**config.mk**
```make
export PLATFORM = sky130hd
export DESIGN_NAME = main_timer_force_compare
export DESIGN_NICKNAME = d
export VERILOG_FILES = /design/src/hdl/timer_pkg.sv /design/src/hdl/prescale_divider.sv /design/src/hdl/main_timer_force_compare.sv
export SDC_FILE = /design/constraint.sdc
export NUM_CORES = 1
export LEC_CHECK = 0
export BUFFER_PORTS_ARGS = -buffer_cell sky130_fd_sc_hd__buf_2
export CELL_PAD_IN_SITES_DETAIL_PLACEMENT = 1
export CELL_PAD_IN_SITES_GLOBAL_PLACEMENT = 1
export CORE_ASPECT_RATIO = 1.75
export CORE_MARGIN = 2
export CORE_UTILIZATION = 39
export CTS_BUF_LIST = sky130_fd_sc_hd__clkbuf_4 sky130_fd_sc_hd__clkbuf_8 sky130_fd_sc_hd__clkbuf_16
export DETAILED_ROUTE_END_ITERATION = 7
export PLACE_DENSITY = 0.78
export SKIP_CTS_REPAIR_TIMING = 1
export SKIP_LAST_GASP = 1
export SLEW_MARGIN = 30
export SYNTH_ARGS = -nofsm -noshare
export SYNTH_HDL_FRONTEND = slang
export SYNTH_SLANG_ARGS = --single-unit
```
**constraint.sdc**
```tcl
create_clock -name sys_clk -period 3.4 [get_ports sys_clk]
set_clock_uncertainty 0.15 [all_clocks]
set_input_delay 0.17 -clock sys_clk [delete_from_list [all_inputs] [get_ports sys_clk]]
set_output_delay 0.17 -clock sys_clk [all_outputs]
set_load 0.02 [all_outputs]
```
**src/hdl/timer_pkg.sv**
```systemverilog
// Register map, field layout, reset values and prescale constants of the main timer
package timer_pkg;

    // Word indices; the byte address on the bus is four times the index
    localparam logic [5:0] IDX_FORCE = 6'h0B;
    localparam logic [5:0] IDX_PIN_MASK = 6'h0C;
    localparam logic [5:0] IDX_PIN_DATA = 6'h0D;
    localparam logic [5:0] IDX_COUNT = 6'h0E;
    localparam logic [5:0] IDX_CAPTURE1 = 6'h10;
    localparam logic [5:0] IDX_CAPTURE2 = 6'h12;
    localparam logic [5:0] IDX_CAPTURE3 = 6'h14;
    localparam logic [5:0] IDX_COMPARE1 = 6'h16;
    localparam logic [5:0] IDX_COMPARE2 = 6'h18;
    localparam logic [5:0] IDX_COMPARE3 = 6'h1A;
    localparam logic [5:0] IDX_COMPARE4 = 6'h1C;
    localparam logic [5:0] IDX_SHARED = 6'h1E;
    localparam logic [5:0] IDX_ACTION = 6'h20;
    localparam logic [5:0] IDX_IRQ_MASK = 6'h22;
    localparam logic [5:0] IDX_STATUS = 6'h23;
    localparam logic [5:0] IDX_CONFIG = 6'h24;

    // Channel and pin positions: channel one at bit 7 down to channel five at bit 3
    localparam int CH_ONE = 7;
    localparam int CH_LO = 3;
    localparam int CH_SHARED = 3;
    localparam int NUM_CAPTURE = 4;

    // Status layout
    localparam int STATUS_W = 9;
    localparam int ST_OVERFLOW = 8;
    localparam int ST_CAPTURE1 = 2;
    localparam int ST_CAPTURE2 = 1;
    localparam int ST_CAPTURE3 = 0;

    // Configuration layout
    localparam int CFG_PRESCALE_LO = 0;
    localparam int CFG_SHARED_CAPTURE = 2;

    // Reset values
    localparam logic [15:0] COUNT_RESET = 16'h0000;
    localparam logic [15:0] COUNT_MAX = 16'hFFFF;
    localparam logic [15:0] COUNT_STEP = 16'h0001;
    localparam logic [15:0] COMPARE_RESET = 16'hFFFF;
    localparam logic [7:0] PIN_FIELD_RESET = 8'h00;
    localparam logic [7:0] ACTION_RESET = 8'h00;
    localparam logic [2:0] CONFIG_RESET = 3'h0;
    localparam logic [STATUS_W-1:0] STATUS_RESET = 9'h000;

    // Compare output actions
    localparam logic [1:0] ACT_OFF = 2'h0;
    localparam logic [1:0] ACT_TOGGLE = 2'h1;
    localparam logic [1:0] ACT_CLEAR = 2'h2;
    localparam logic [1:0] ACT_SET = 2'h3;

    // Prescale: last value of the divider count for 1, 4, 8 and 16 cycles per count
    localparam logic [1:0] PRESCALE_1 = 2'h0;
    localparam logic [1:0] PRESCALE_4 = 2'h1;
    localparam logic [1:0] PRESCALE_8 = 2'h2;
    localparam logic [1:0] PRESCALE_16 = 2'h3;
    localparam logic [3:0] LAST_1 = 4'h0;
    localparam logic [3:0] LAST_4 = 4'h3;
    localparam logic [3:0] LAST_8 = 4'h7;
    localparam logic [3:0] LAST_16 = 4'hF;

    function automatic logic [3:0] prescale_last(input logic [1:0] sel);
        case (sel)
            PRESCALE_1: prescale_last = LAST_1;
            PRESCALE_4: prescale_last = LAST_4;
            PRESCALE_8: prescale_last = LAST_8;
            default: prescale_last = LAST_16;
        endcase
    endfunction

endpackage

```
**src/hdl/prescale_divider.sv**
```systemverilog
// Programmable prescaler giving the counter's one-cycle advance enable
`timescale 1ns/1ns
module prescale_divider import timer_pkg::*; (
    input wire logic sys_clk, // System clock, 100 MHz
    input wire logic resetn, // Asynchronous reset, active low
    input wire logic [1:0] prescale_select, // Cycles per count: 1, 4, 8, 16
    output logic tick // One-cycle advance enable
);

    logic [3:0] div_count;
    logic [1:0] last_select;

    // A change of rate restarts the divider and drops that cycle's tick, so the first new count lasts one new period plus a cycle
    always_ff @(posedge sys_clk or negedge resetn) begin
        if (!resetn) begin
            div_count <= LAST_1;
            last_select <= PRESCALE_1;
        end else begin
            last_select <= prescale_select;
            if (prescale_select != last_select || div_count >= prescale_last(prescale_select))
                div_count <= LAST_1;
            else
                div_count <= div_count + 4'h1;
        end
    end

    assign tick = (prescale_select == last_select) &&
                  (div_count == prescale_last(prescale_select));
endmodule // prescale_divider

```
**src/hdl/main_timer_force_compare.sv**
```systemverilog
// Main timer: counter, compare and capture channels, forced compare and pin control
//
// Behaviour
// - Free-running 16-bit counter advances once per 1, 4, 8 or 16 cycles.
// - Counter wrap from maximum to zero raises a sticky overflow flag.
// - Three capture, four compare, and one shared capture-or-compare channel.
// - Writing one to a force bit performs that channel's output action at once.
// - Set mask bits 7 to 3 let compare one control matching pins.
// - Low three bits of force, mask and data registers read zero.
// - Reset clears the compare-one mask and data registers.
// - Compare-one match drives each masked pin with its data bit.
// - Channels two to five: 00 off, 01 toggle, 10 clear, 11 set.
// - Counter equal to a compare value sets that channel's flag.
// - Counter resets to zero and ignores software writes.
//
// The Avalon-MM slave port was decided locally.
`timescale 1ns/1ns
module main_timer_force_compare import timer_pkg::*; (
    input wire logic sys_clk, // System clock, 100 MHz
    input wire logic resetn, // Asynchronous reset, active low
    input wire logic [7:0] avs_address, // Avalon byte address
    input wire logic avs_read, // Avalon read request
    input wire logic avs_write, // Avalon write request
    input wire logic [31:0] avs_writedata, // Avalon write data
    input wire logic [3:0] avs_byteenable, // Avalon byte enables
    output logic [31:0] avs_readdata, // Avalon read data, registered
    output logic avs_waitrequest, // Avalon wait request
    input wire logic [NUM_CAPTURE-1:0] capture_in, // Capture inputs, rising edge
    output logic [7:3] compare_pin, // Port pin values driven by the timer
    output logic [7:3] compare_pin_en, // High where the timer owns the pin
    output logic irq // Level interrupt, unmasked status set
);

    ////////////////////////////////////////////////////////////////////////////////
    // Bus slave

    logic ack;
    logic [5:0] idx;
    logic bus_first;
    logic done_wr;
    logic done_rd;
    logic [31:0] next_readdata;
    logic [STATUS_W-1:0] clear_bits;

    assign idx = avs_address[7:2];
    assign bus_first = (avs_read || avs_write) && !ack;
    assign avs_waitrequest = bus_first;
    assign done_wr = avs_write && ack;
    assign done_rd = avs_read && ack;

    // One wait cycle: the first cycle fetches read data, the second completes
    always_ff @(posedge sys_clk or negedge resetn) begin
        if (!resetn)
            ack <= 1'b0;
        else
            ack <= bus_first;
    end

    function automatic logic [15:0] merge16(input logic [15:0] old, input logic [31:0] wd,
                                            input logic [3:0] be);
        merge16 = old;
        if (be[0])
            merge16[7:0] = wd[7:0];
        if (be[1])
            merge16[15:8] = wd[15:8];
    endfunction

    ////////////////////////////////////////////////////////////////////////////////
    // Software registers

    logic [7:3] pin_mask;
    logic [7:3] pin_data;
    logic [7:0] action;
    logic [1:0] prescale_select;
    logic shared_capture;
    logic [STATUS_W-1:0] irq_mask;
    logic [7:3] force_bits;
    logic low_write;
    logic [15:0] mask_merged;

    assign low_write = done_wr && avs_byteenable[0];

    always_ff @(posedge sys_clk or negedge resetn) begin
        if (!resetn) begin
            pin_mask <= PIN_FIELD_RESET[7:3];
            pin_data <= PIN_FIELD_RESET[7:3];
        end else if (low_write && idx == IDX_PIN_MASK) begin
            pin_mask <= avs_writedata[7:3];
        end else if (low_write && idx == IDX_PIN_DATA) begin
            pin_data <= avs_writedata[7:3];
        end
    end

    always_ff @(posedge sys_clk or negedge resetn) begin
        if (!resetn) begin
            action <= ACTION_RESET;
            prescale_select <= CONFIG_RESET[1:0];
            shared_capture <= CONFIG_RESET[CFG_SHARED_CAPTURE];
        end else if (low_write && idx == IDX_ACTION) begin
            action <= avs_writedata[7:0];
        end else if (low_write && idx == IDX_CONFIG) begin
            prescale_select <= avs_writedata[CFG_PRESCALE_LO +: 2];
            shared_capture <= avs_writedata[CFG_SHARED_CAPTURE];
        end
    end

    // The merge helper works on 16 bits; the mask keeps only the status-wide part
    assign mask_merged = merge16({7'h00, irq_mask}, avs_writedata, avs_byteenable);

    always_ff @(posedge sys_clk or negedge resetn) begin
        if (!resetn)
            irq_mask <= STATUS_RESET;
        else if (done_wr && idx == IDX_IRQ_MASK)
            irq_mask <= mask_merged[STATUS_W-1:0];
    end

    // Force bits live for the completing write edge only; nothing is stored
    assign force_bits = (low_write && idx == IDX_FORCE) ? avs_writedata[7:3] : 5'h00;

    function automatic logic [1:0] action_of(input logic [7:0] act, input int ch);
        action_of = act[2*ch-6 +: 2];
    endfunction

    ////////////////////////////////////////////////////////////////////////////////
    // Counter and compare channels

    logic tick;
    logic [15:0] count;
    logic [15:0] next_count;
    logic [15:0] compare_value [7:3];
    logic [7:3] match;

    prescale_divider u_prescale (
        .sys_clk(sys_clk),
        .resetn(resetn),
        .prescale_select(prescale_select),
        .tick(tick)
    );

    assign next_count = count + COUNT_STEP;

    // Software writes to the counter index fall through without effect
    always_ff @(posedge sys_clk or negedge resetn) begin
        if (!resetn)
            count <= COUNT_RESET;
        else if (tick)
            count <= next_count;
    end

    // The match is judged on the value the counter takes at this tick
    always_comb begin
        for (int ch = CH_LO; ch <= CH_ONE; ch++)
            match[ch] = tick && (next_count == compare_value[ch]);
        if (shared_capture)
            match[CH_SHARED] = 1'b0;
    end

    ////////////////////////////////////////////////////////////////////////////////
    // Capture channels; the shared register takes the fourth capture

    logic [NUM_CAPTURE-1:0] capture_prev;
    logic [NUM_CAPTURE-1:0] rise;
    logic [15:0] capture_value [0:2];

    assign rise = capture_in & ~capture_prev;

    always_ff @(posedge sys_clk or negedge resetn) begin
        if (!resetn)
            capture_prev <= '0;
        else
            capture_prev <= capture_in;
    end

    always_ff @(posedge sys_clk or negedge resetn) begin
        if (!resetn) begin
            for (int i = 0; i < 3; i++)
                capture_value[i] <= COUNT_RESET;
        end else begin
            for (int i = 0; i < 3; i++)
                if (rise[i])
                    capture_value[i] <= count;
        end
    end

    always_ff @(posedge sys_clk or negedge resetn) begin
        if (!resetn) begin
            for (int ch = CH_LO; ch <= CH_ONE; ch++)
                compare_value[ch] <= COMPARE_RESET;
        end else begin
            if (done_wr) begin
                if (idx == IDX_COMPARE1)
                    compare_value[7] <= merge16(compare_value[7], avs_writedata, avs_byteenable);
                if (idx == IDX_COMPARE2)
                    compare_value[6] <= merge16(compare_value[6], avs_writedata, avs_byteenable);
                if (idx == IDX_COMPARE3)
                    compare_value[5] <= merge16(compare_value[5], avs_writedata, avs_byteenable);
                if (idx == IDX_COMPARE4)
                    compare_value[4] <= merge16(compare_value[4], avs_writedata, avs_byteenable);
                // In capture mode the shared register ignores writes
                if (idx == IDX_SHARED && !shared_capture)
                    compare_value[3] <= merge16(compare_value[3], avs_writedata, avs_byteenable);
            end
            if (shared_capture && rise[3])
                compare_value[CH_SHARED] <= count;
        end
    end

    ////////////////////////////////////////////////////////////////////////////////
    // Pin actions; compare one is applied last so it wins on a shared pin

    always_ff @(posedge sys_clk or negedge resetn) begin
        if (!resetn) begin
            compare_pin <= PIN_FIELD_RESET[7:3];
        end else begin
            for (int ch = CH_LO; ch < CH_ONE; ch++) begin
                if (match[ch] || force_bits[ch]) begin
                    case (action_of(action, ch))
                        ACT_TOGGLE: compare_pin[ch] <= !compare_pin[ch];
                        ACT_CLEAR: compare_pin[ch] <= 1'b0;
                        ACT_SET: compare_pin[ch] <= 1'b1;
                        default: compare_pin[ch] <= compare_pin[ch];
                    endcase
                end
            end
            if (match[CH_ONE] || force_bits[CH_ONE]) begin
                for (int b = CH_LO; b <= CH_ONE; b++)
                    if (pin_mask[b])
                        compare_pin[b] <= pin_data[b];
            end
        end
    end

    always_ff @(posedge sys_clk or negedge resetn) begin
        if (!resetn) begin
            compare_pin_en <= PIN_FIELD_RESET[7:3];
        end else begin
            compare_pin_en[CH_ONE] <= pin_mask[CH_ONE];
            for (int ch = CH_LO; ch < CH_ONE; ch++)
                compare_pin_en[ch] <= pin_mask[ch] || (action_of(action, ch) != ACT_OFF);
        end
    end

    ////////////////////////////////////////////////////////////////////////////////
    // Status flags and interrupt; forced actions never reach these flags

    logic [STATUS_W-1:0] status;
    logic [STATUS_W-1:0] set_bits;

    always_comb begin
        set_bits = '0;
        set_bits[ST_OVERFLOW] = tick && (count == COUNT_MAX);
        set_bits[7:3] = match;
        if (shared_capture)
            set_bits[CH_SHARED] = rise[3];
        set_bits[ST_CAPTURE1] = rise[0];
        set_bits[ST_CAPTURE2] = rise[1];
        set_bits[ST_CAPTURE3] = rise[2];
    end

    // Only bits that the read reported are cleared, and a new event wins over the clear
    always_ff @(posedge sys_clk or negedge resetn) begin
        if (!resetn)
            status <= STATUS_RESET;
        else if (done_rd && idx == IDX_STATUS)
            status <= (status & ~clear_bits) | set_bits;
        else
            status <= status | set_bits;
    end

    assign irq = |(status & irq_mask);

    ////////////////////////////////////////////////////////////////////////////////
    // Read data

    always_comb begin
        next_readdata = 32'h0000_0000;
        case (idx)
            IDX_PIN_MASK: next_readdata[7:3] = pin_mask;
            IDX_PIN_DATA: next_readdata[7:3] = pin_data;
            IDX_COUNT: next_readdata[15:0] = count;
            IDX_CAPTURE1: next_readdata[15:0] = capture_value[0];
            IDX_CAPTURE2: next_readdata[15:0] = capture_value[1];
            IDX_CAPTURE3: next_readdata[15:0] = capture_value[2];
            IDX_COMPARE1: next_readdata[15:0] = compare_value[7];
            IDX_COMPARE2: next_readdata[15:0] = compare_value[6];
            IDX_COMPARE3: next_readdata[15:0] = compare_value[5];
            IDX_COMPARE4: next_readdata[15:0] = compare_value[4];
            IDX_SHARED: next_readdata[15:0] = compare_value[3];
            IDX_ACTION: next_readdata[7:0] = action;
            IDX_IRQ_MASK: next_readdata[STATUS_W-1:0] = irq_mask;
            IDX_STATUS: next_readdata[STATUS_W-1:0] = status;
            IDX_CONFIG: next_readdata[2:0] = {shared_capture, prescale_select};
            default: next_readdata = 32'h0000_0000;
        endcase
    end

    always_ff @(posedge sys_clk or negedge resetn) begin
        if (!resetn) begin
            avs_readdata <= 32'h0000_0000;
            clear_bits <= STATUS_RESET;
        end else if (avs_read && !ack) begin
            avs_readdata <= next_readdata;
            clear_bits <= (idx == IDX_STATUS) ? status : STATUS_RESET;
        end
    end
endmodule // main_timer_force_compare

```
==> results.cfg, run 1 <==
[die]
die_x_um = 138.7
rows = 86
die_area_um2 = 33260
die_h_um = 239.7
core-area_um2 = 31420
initial_core_util_pct = 39.42
boundaryPins = 96

[sta]
final_max_slew_viol_count = 0
setup_slack_ns = 0.07644
fmax_ghz = 0.3009
worst_pin_slew_ns = 0.8610
min_period_over_period_pct = 97.75
hold_viol = 0
slew_headroom_pct = 42.60
min_period_ns = 3.324
rsz0062_at_grt = yes
finalSetupViolCount = 0

[drt]
dr_total_vias = 10400
drt_wl_total_mm = 47.23
viasPerCell = 6.132
first_pass_iters = 6
initialDrtViolationCount = 743
wl_per_cell_um = 27.85
drc = 0
drtAntennaViolNets = 0

[finish]
diodes = 0
layout-drive-gt1-share_pct = 35.38
fin_nets = 1341
area_growth_pct = 20.41
layout.cells.non_filler = 1696
fin_util_pct = 47.46

[global_routing]
grt_start_max_net_pins = 104
grtUsageTotal_pct = 27.92
grt.overflow.total = 0
grt_pass1_vias = 11030
grt_pass1_wl_mm = 69.63
antenna_found_initial = 0

[logic_synthesis]
synth_cell_types = 73
netlist_instances = 1152
synth_top_cell_area_share_pct = 30.10
ys_top_cells_by_count = dfrtp_1 (149), mux2_2 (132), nand2_1 (92)
async_flop_share_pct = 100.0
yosysMostFrequentCell = dfrtp_1
synth_edf_count = 0
synth_largest_area_cell = dfrtp_1
yosysWarnings = 0
synth-main-ff-cell = dfrtp_1
syn_avg_cell_area_um2 = 10.75
synthTopCellsByArea = dfrtp_1 (30%), dfstp_2 (17%), mux2_2 (12%)
yosysSeqAreaShare_pct = 47.08
synth_seq_cells = 229
synthesis.area_um2 = 12390

[clock_tree]
cts.root.buffer_cell = clkbuf_16
cts_tree = built
cts.reportedPaths.clkPinSlew_ns = 0.06
cts_buffer_depth = 3
numCtsBuffers = 23
clock_insertion_delay_worst_skew_ns = 0.54
cts.sinks = 229
cts_max_level = 1

[place]
dpl.hpwl_mm = 34.11
dp.cells = 1625
portBuffers = 59
pre_cts_ws_ns = -0.2529
place_congestion = 0.9465

[critical_path]
crit_required_ns = 3.67
cp_common_cell = buf_6
path_buf_inv = 2
critPathLaunch = prescale_select[1]
critPathKind = flip-flop to flip-flop
slowest_stage = dfrtp_1
crit_family = simple AND/OR/NAND/NOR gates
cp-end-kind = flip-flop
path_cells = or2_4 -> ha_4 -> and4_4 -> nand3_4 -> buf_6 -> a31oi_4 -> o2111ai_2 -> a2111oi_2 -> and4_1 -> nand4_1 -> buf_6 -> nand2_4 -> nand2_2 -> mux2_4
worstPathArrival_ns = 3.59
cpPeakStageDelay_ns = 0.39
timing.rr.start = prescale_select[1]
critPathMaxFanout = 5
startpoint_type = flip-flop

[power_and_ir_drop]
power.density_nw_per_um2 = 579.8
p_leak_nw = 6.624
ir_worst_vdd_mv = 0.3524
p_total_w = 0.008647

[run]
maxCapViolCount = 0

[worst_hold_path]
holdCritStartpoint = capture_in[3]
min_path_type = input port to flip-flop

[run_status]
run_status = complete, no violations
flip-flops by register name (all words and copies together) (netlist names), 5 cells and up:
signal	count
status	9
pin_data	5
pin_mask	5
irq_mask	9
compare_value	80
action	8
capture_value	48
clear_bits	9
avs_readdata	16
compare_pin	5
count	16
compare_pin_en	5
kinds of logic after synthesis:
group	Yosys count	synth area share, %
xor+xnor	104	7.688
simple gates	303	12.28
compound gates	241	13.90
buf+inv	108	4.142
flops	229	47.08
fa+ha+maj	6	0.6061
other cells	1	0.03028
mux	160	14.27
placed cells by master, fill, tap and decap left out, types with 24 or more instances in the layout:
| cell | synthesis | final |
|---|---|---|
| a21oi_1 | 37 | 37 |
| a221oi_1 | 28 | 28 |
| buf_2 | 8 | 58 |
| buf_4 | 16 | 93 |
| clkbuf_16 | 0 | 24 |
| dfrtp_1 | 149 | 141 |
| dfstp_2 | 80 | 80 |
| mux2_2 | 132 | 132 |
| mux2i_1 | 27 | 27 |
| nand2_1 | 92 | 90 |
| nor2_1 | 65 | 65 |
| o21ai_0 | 41 | 40 |
| xnor2_1 | 58 | 58 |
| xor2_1 | 43 | 42 |
report_power, final:
| group | switching, W | internal [W] |
|---|---|---|
| Combinational | 0.00131 | 0.00102 |
| Sequential | 0.000353 | 0.00312 |
| Clock | 0.00114 | 0.00171 |
| Total | 0.00280 | 0.00584 |
path summary, 6_finish.rpt:
kind | endpoint | slack, ns | cells past startpoint
max in group asynchronous | count[9] | 2.25 | 3
min in group asynchronous | compare_value[36] | 0.15 | 2
setup reg to reg | compare_pin[7] | 0.08 | 14
hold / removal | capture_prev[3] | 0.14 | 2
hold reg to reg | avs_readdata[12] | 0.32 | 1
setup / recovery | compare_pin[7] | 0.08 | 14
per-layer routing:
layer / global-route usage (%) / up-vias / part of all wire, %
li1: - / 4436 / -
met1: 28.42 / 5330 / 34
met2: 51.29 / 432 / 52
met3: 3.279 / 202 / 4.2
met4: 22.44 / 0 / 9.3
met5: 0 / - / 0
metrics by stage:
stage	area, um2	hold WS [ns]	setup TNS [ns]
after floorplan	12440	-0.2756	0
after global placement	13570	-0.05830	-0.4842
after detailed placement	13570	-0.05812	-1.135
after CTS	14420	-0.6200	-1.325
after global routing	14910	0.1453	-0.2609
final	14910	0.1432	0
layout make-up:
cell class	instances	area, um2
tap	396	495.5
clock buffer	31	678.2
fill	3447	16510
multi-input combinational	830	6322
inverter	17	63.81
timing repair buffer	182	1348
clock inverter	11	165.2
sequential	229	5841
Power figures use the tool's default switching activity.
==> inputs of run 2 (changes only) <==
Clock period 3.4 ns to 3.04 ns, I/O delays scaled along.
==> run 2 against run 1 <==
Compared with the run above: global-route usage up 1.1 points; worst setup slack got worse by 0.40 ns; clock power is 11% higher; clock-buffer cell count is 6 lower; fmax shrank 1.1%; the flow now finishes with violations (setup timing); register-to-register slack worse by 0.40 ns; worst hold slack worse by 0.064 ns; critical path type unchanged; power up 14%; sequential power is 10% higher; utilization up 1.2 points; wire length is 3.2% higher; via count increased by 1.5%.
==> results.cfg, run 2 (synthesis results as in run 1) <==
[power_and_ir_drop]
ir_worst_vdd_mv = 0.4996
power.density_nw_per_um2 = 642.5
p_leak_nw = 6.895

[drt]
dr_total_vias = 10560
first_pass_iters = 5
drc = 0
viasPerCell = 6.037
initialDrtViolationCount = 654
wl_per_cell_um = 27.86
drt_wl_total_mm = 48.73
drtAntennaViolNets = 0

[clock_tree]
cts.reportedPaths.clkPinSlew_ns = 0.07
cts_max_level = 1
numCtsBuffers = 23
clock_insertion_delay_worst_skew_ns = 0.54
cts.sinks = 229
cts.root.buffer_cell = clkbuf_16
cts_tree = built
cts_buffer_depth = 3

[sta]
min_period_over_period_pct = 110.6
rsz0062_at_grt = yes
finalSetupViolCount = 5
hold_viol = 0
slew_headroom_pct = 43.44
holdWs_ns = 0.07883
min_period_ns = 3.361
setup_slack_ns = -0.3212
worst_pin_slew_ns = 0.8484
final_max_slew_viol_count = 0
fmax_ghz = 0.2975

[critical_path]
critPathKind = flip-flop to flip-flop
critPathMaxFanout = 4
startpoint_type = flip-flop
timing.rr.end = compare_pin[4]
crit_path_end = compare_pin[4]
critPathLaunch = prescale_select[1]
reg2reg_depth = 13
r2r_setup_slack_ns = -0.32
timing.rr.start = prescale_select[1]
crit_required_ns = 3.31
worstPathArrival_ns = 3.64
cp-end-kind = flip-flop

[place]
pre_cts_ws_ns = -0.4747
place_congestion = 1.006
dpl.hpwl_mm = 36.59
portBuffers = 59

[global_routing]
grtUsageTotal_pct = 29.00
grt_pass1_wl_mm = 72.09
grt_pass1_vias = 11620
antenna_found_initial = 0
grt_start_max_net_pins = 80
grt.overflow.total = 0

[die]
die_h_um = 239.7
initial_core_util_pct = 39.42
die_x_um = 138.7
core-area_um2 = 31420
boundaryPins = 96
die_area_um2 = 33260
rows = 86

[finish]
reg_top3 = compare_value x80, capture_value x48
layout-drive-gt1-share_pct = 37.18
multi_input_area_um2 = 6294
layout_commonest_cell = dfrtp_1
fill_cells = 3456
largest_reg_flops = 80
fin_nets = 1395
regMostFlops = compare_value
diodes = 0
seqCellArea_um2 = 5831
area_growth_pct = 23.46
final_cell_mix = dfrtp_1 (149), buf_4 (145), mux2_2 (132)

[run_status]
run_status = complete, but fails checks
violations = setup timing

[run]
maxCapViolCount = 0

[worst_hold_path]
min_path_type = input port to asynchronous set/reset pin
==> run 2: routing by layer <==
metal,GRT usage [%],wire length (um),vias to the layer above
li1,-,-,4534
met1,28.14,15870,5359
met2,53.72,25550,419
met3,3.619,2031,246
met4,25.37,5273,0
met5,0,0,-
==> run 2: cell type report <==
cell class                 count  share of cell area (%)
clock buffer                  25                   3.903
clock inverter                16                   1.465
inverter                      17                  0.4173
multi-input combinational    830                   41.16
sequential                   229                   38.13
tap                          396                   3.240
timing repair buffer         236                   11.68
==> run 2: power breakdown <==
| part | total [W] | switching (W) | internal (W) |
|---|---|---|---|
| combinational | 0.00284 | 0.00157 | 0.00127 |
| sequential | 0.00382 | 0.000340 | 0.00348 |
| clock | 0.00317 | 0.00131 | 0.00185 |
| total | 0.00982 | 0.00322 | 0.00660 |
==> run 2: worst min path at each step <==
stage	end	start	slack (ns)	depth (start not counted)
finish	status[2]	resetn	0.08	2
global route	clear_bits[2]	resetn	0.10	2
CTS	clear_bits[2]	resetn	-0.51	1
detailed placement	clear_bits[2]	resetn	0.05	1
global placement	avs_readdata[0]	resetn	0.05	1
floorplan	ack	resetn	-0.29	0
==> run 2: per-stage QoR <==
stage          std cells  instance area (um2)  util, %  TNS (ns)  power (W)
6_report            1749                15290    48.67    -1.447   0.009825
5_1_grt             1749                15290    48.67    -2.037    0.01018
4_1_cts             1722                14880    47.36    -2.432   0.009674
3_5_place_dp        1681                14060    44.75    -2.276   0.006489
3_3_place_gp        1681                14060    44.75    -1.462   0.006394
2_1_floorplan       1167                12460        -         0   0.005271
==> run 2: worst max-delay path, stage by stage, from the launching register on <==
cell,delay (ns)
dfrtp_1,0.40
or2_4,0.28
ha_4,0.27
and4_4,0.22
nand3_4,0.14
buf_6,0.18
nor4b_4,0.20
o2111ai_1,0.14
or4_1,0.43
or4_4,0.47
nand2_4,0.10
nand4b_1,0.11
o21ai_2,0.08
o31ai_2,0.08
==> inputs of run 3 (changes only) <==
Settings changed: RECOVER_POWER from default to 25.
==> run 3 against run 2 <==
Compared with the run above: the run ends with DRC, setup timing left; largest cell class unchanged; clock power is essentially flat; highest routed layer unchanged; utilization is essentially flat; clock-buffer cell count is the same; largest power group unchanged.
==> results.cfg, run 3 (synthesis results as in run 1) <==
[run_status]
run_status = complete, but fails checks
violations = DRC, setup timing

[global_routing]
grt_start_max_net_pins = 80
grt_pass1_vias = 11620
grt.overflow.total = 0
grt_pass1_wl_mm = 72.09
grtUsageTotal_pct = 29.00
antenna_found_initial = 0

[power_and_ir_drop]
power.switching_w = 0.003220
p_leak_nw = 6.884
switching_share_pct = 32.78
power.density_nw_per_um2 = 642.7
pwr-share-clk_pct = 32.2
combPwrFrac_pct = 28.9
internal-power_w = 0.006604
p_total_w = 0.009824
seqPwrFrac_pct = 38.9
ir_worst_vdd_mv = 0.5016

[finish]
reg_top3 = compare_value x80, capture_value x48
diodes = 0
layout-drive-gt1-share_pct = 36.88
layout_commonest_cell = dfrtp_1
final_cell_mix = dfrtp_1 (149), buf_4 (145), mux2_2 (132)
fin_nets = 1395
fin_util_pct = 48.65
layout.cells.non_filler = 1749
regMostFlops = compare_value
fill_cells = 3460
area_growth_pct = 23.42
largest_reg_flops = 80
design_area_um2 = 15290

[drt]
initialDrtViolationCount = 654
drtAntennaViolNets = 0
viasPerCell = 6.030
drt_wl_total_mm = 48.72
wl_per_cell_um = 27.86
dr_total_vias = 10550
first_pass_iters = 8
drc = 1

[sta]
min_period_over_period_pct = 110.6
final_max_slew_viol_count = 0
rsz0062_at_grt = yes
finalSetupViolCount = 5
worst_pin_slew_ns = 0.8454
tns_ns = -1.455
hold_viol = 0
setup_slack_ns = -0.3223
slew_headroom_pct = 43.64
min_period_ns = 3.362
fmax_ghz = 0.2974

[critical_path]
cp-end-kind = flip-flop
crit_required_ns = 3.31
critPathKind = flip-flop to flip-flop
startpoint_type = flip-flop
worstPathArrival_ns = 3.64
critPathMaxFanout = 6
reg2reg_depth = 14

[die]
initial_core_util_pct = 39.42
rows = 86
core-area_um2 = 31420
die_area_um2 = 33260
boundaryPins = 96
die_h_um = 239.7
die_x_um = 138.7

[clock_tree]
cts.reportedPaths.clkPinSlew_ns = 0.07
cts_tree = built
clock_insertion_delay_worst_skew_ns = 0.54
cts_max_level = 1
cts_buffer_depth = 3
numCtsBuffers = 23
cts.sinks = 229
cts.root.buffer_cell = clkbuf_16

[run]
maxCapViolCount = 0

[place]
dp.cells = 1681
place_area_um2 = 14060
dpl.hpwl_mm = 36.59
portBuffers = 59
place_congestion = 1.006

[worst_hold_path]
min_path_type = input port to asynchronous set/reset pin
## run 3: cell types whose count changed in the layout (fill, tap and decap cells not counted)
cell / delta
clkbuf_1: +4
buf_2: -4
## run 3: worst paths after layout
kind / start / slack, ns / end
setup / recovery: prescale_select[1] / -0.32 / compare_pin[4]
hold reg to reg: pin_mask[7] / 0.29 / compare_pin_en[7]
min in group sys_clk: capture_in[0] / 0.15 / capture_prev[0]
setup reg to reg: prescale_select[1] / -0.32 / compare_pin[4]
max in group asynchronous: resetn / 1.85 / compare_value[56]
hold / removal: resetn / 0.08 / status[2]
## run 3: cell type report
cell class              count  area, um2  area share (%)
clock inverters            16      224.0           1.465
inverters                  17      63.81          0.4175
well taps                 396      495.5           3.241
flip-flops and latches    229       5831           38.14
multi-input cells         830       6294           41.17
repair buffers            236       1782           11.66
clock buffers              25      596.8           3.904
## run 3: power by group through the flow
stage | sequential (W) | combinational (W) | clock (W)
final | 0.00382 | 0.00284 | 0.00317
after global routing | 0.00386 | 0.00302 | 0.00331
after CTS | 0.00381 | 0.00266 | 0.00321
after detailed placement | 0.00386 | 0.00263 | 0
after global placement | 0.00383 | 0.00256 | 0
after floorplan | 0.00376 | 0.00151 | 0
## run 3: stage by stage
step	setup WS (ns)	hold slack, ns
6_report	-0.3223	0.07601
5_1_grt	-0.4312	0.1032
4_1_cts	-0.5029	-0.5078
3_5_place_dp	-0.4747	0.04977
3_3_place_gp	-0.3485	0.04688
2_1_floorplan	0.002516	-0.2936
## run 3: worst max-delay path, stage by stage (launching register included)
cell and delay [ns]:
dfrtp_1 0.38, buf_4 0.15, nand2_1 0.10, ha_4 0.29
and4_4 0.24, nand3_4 0.13, buf_6 0.18, nor4b_4 0.20
o2111ai_1 0.14, or4_1 0.43, or4_4 0.47, nand2_4 0.10
nand4b_1 0.11, o21ai_2 0.08, o31ai_2 0.08
## run 3: per-layer routing
layer | wire, um | vias up | GRT usage [%]
met4 | 5213 | 0 | 25.37
met1 | 15850 | 5353 | 28.14
li1 | - | 4539 | -
met2 | 25660 | 409 | 53.72
met3 | 2002 | 246 | 3.619
met5 | 0 | - | 0
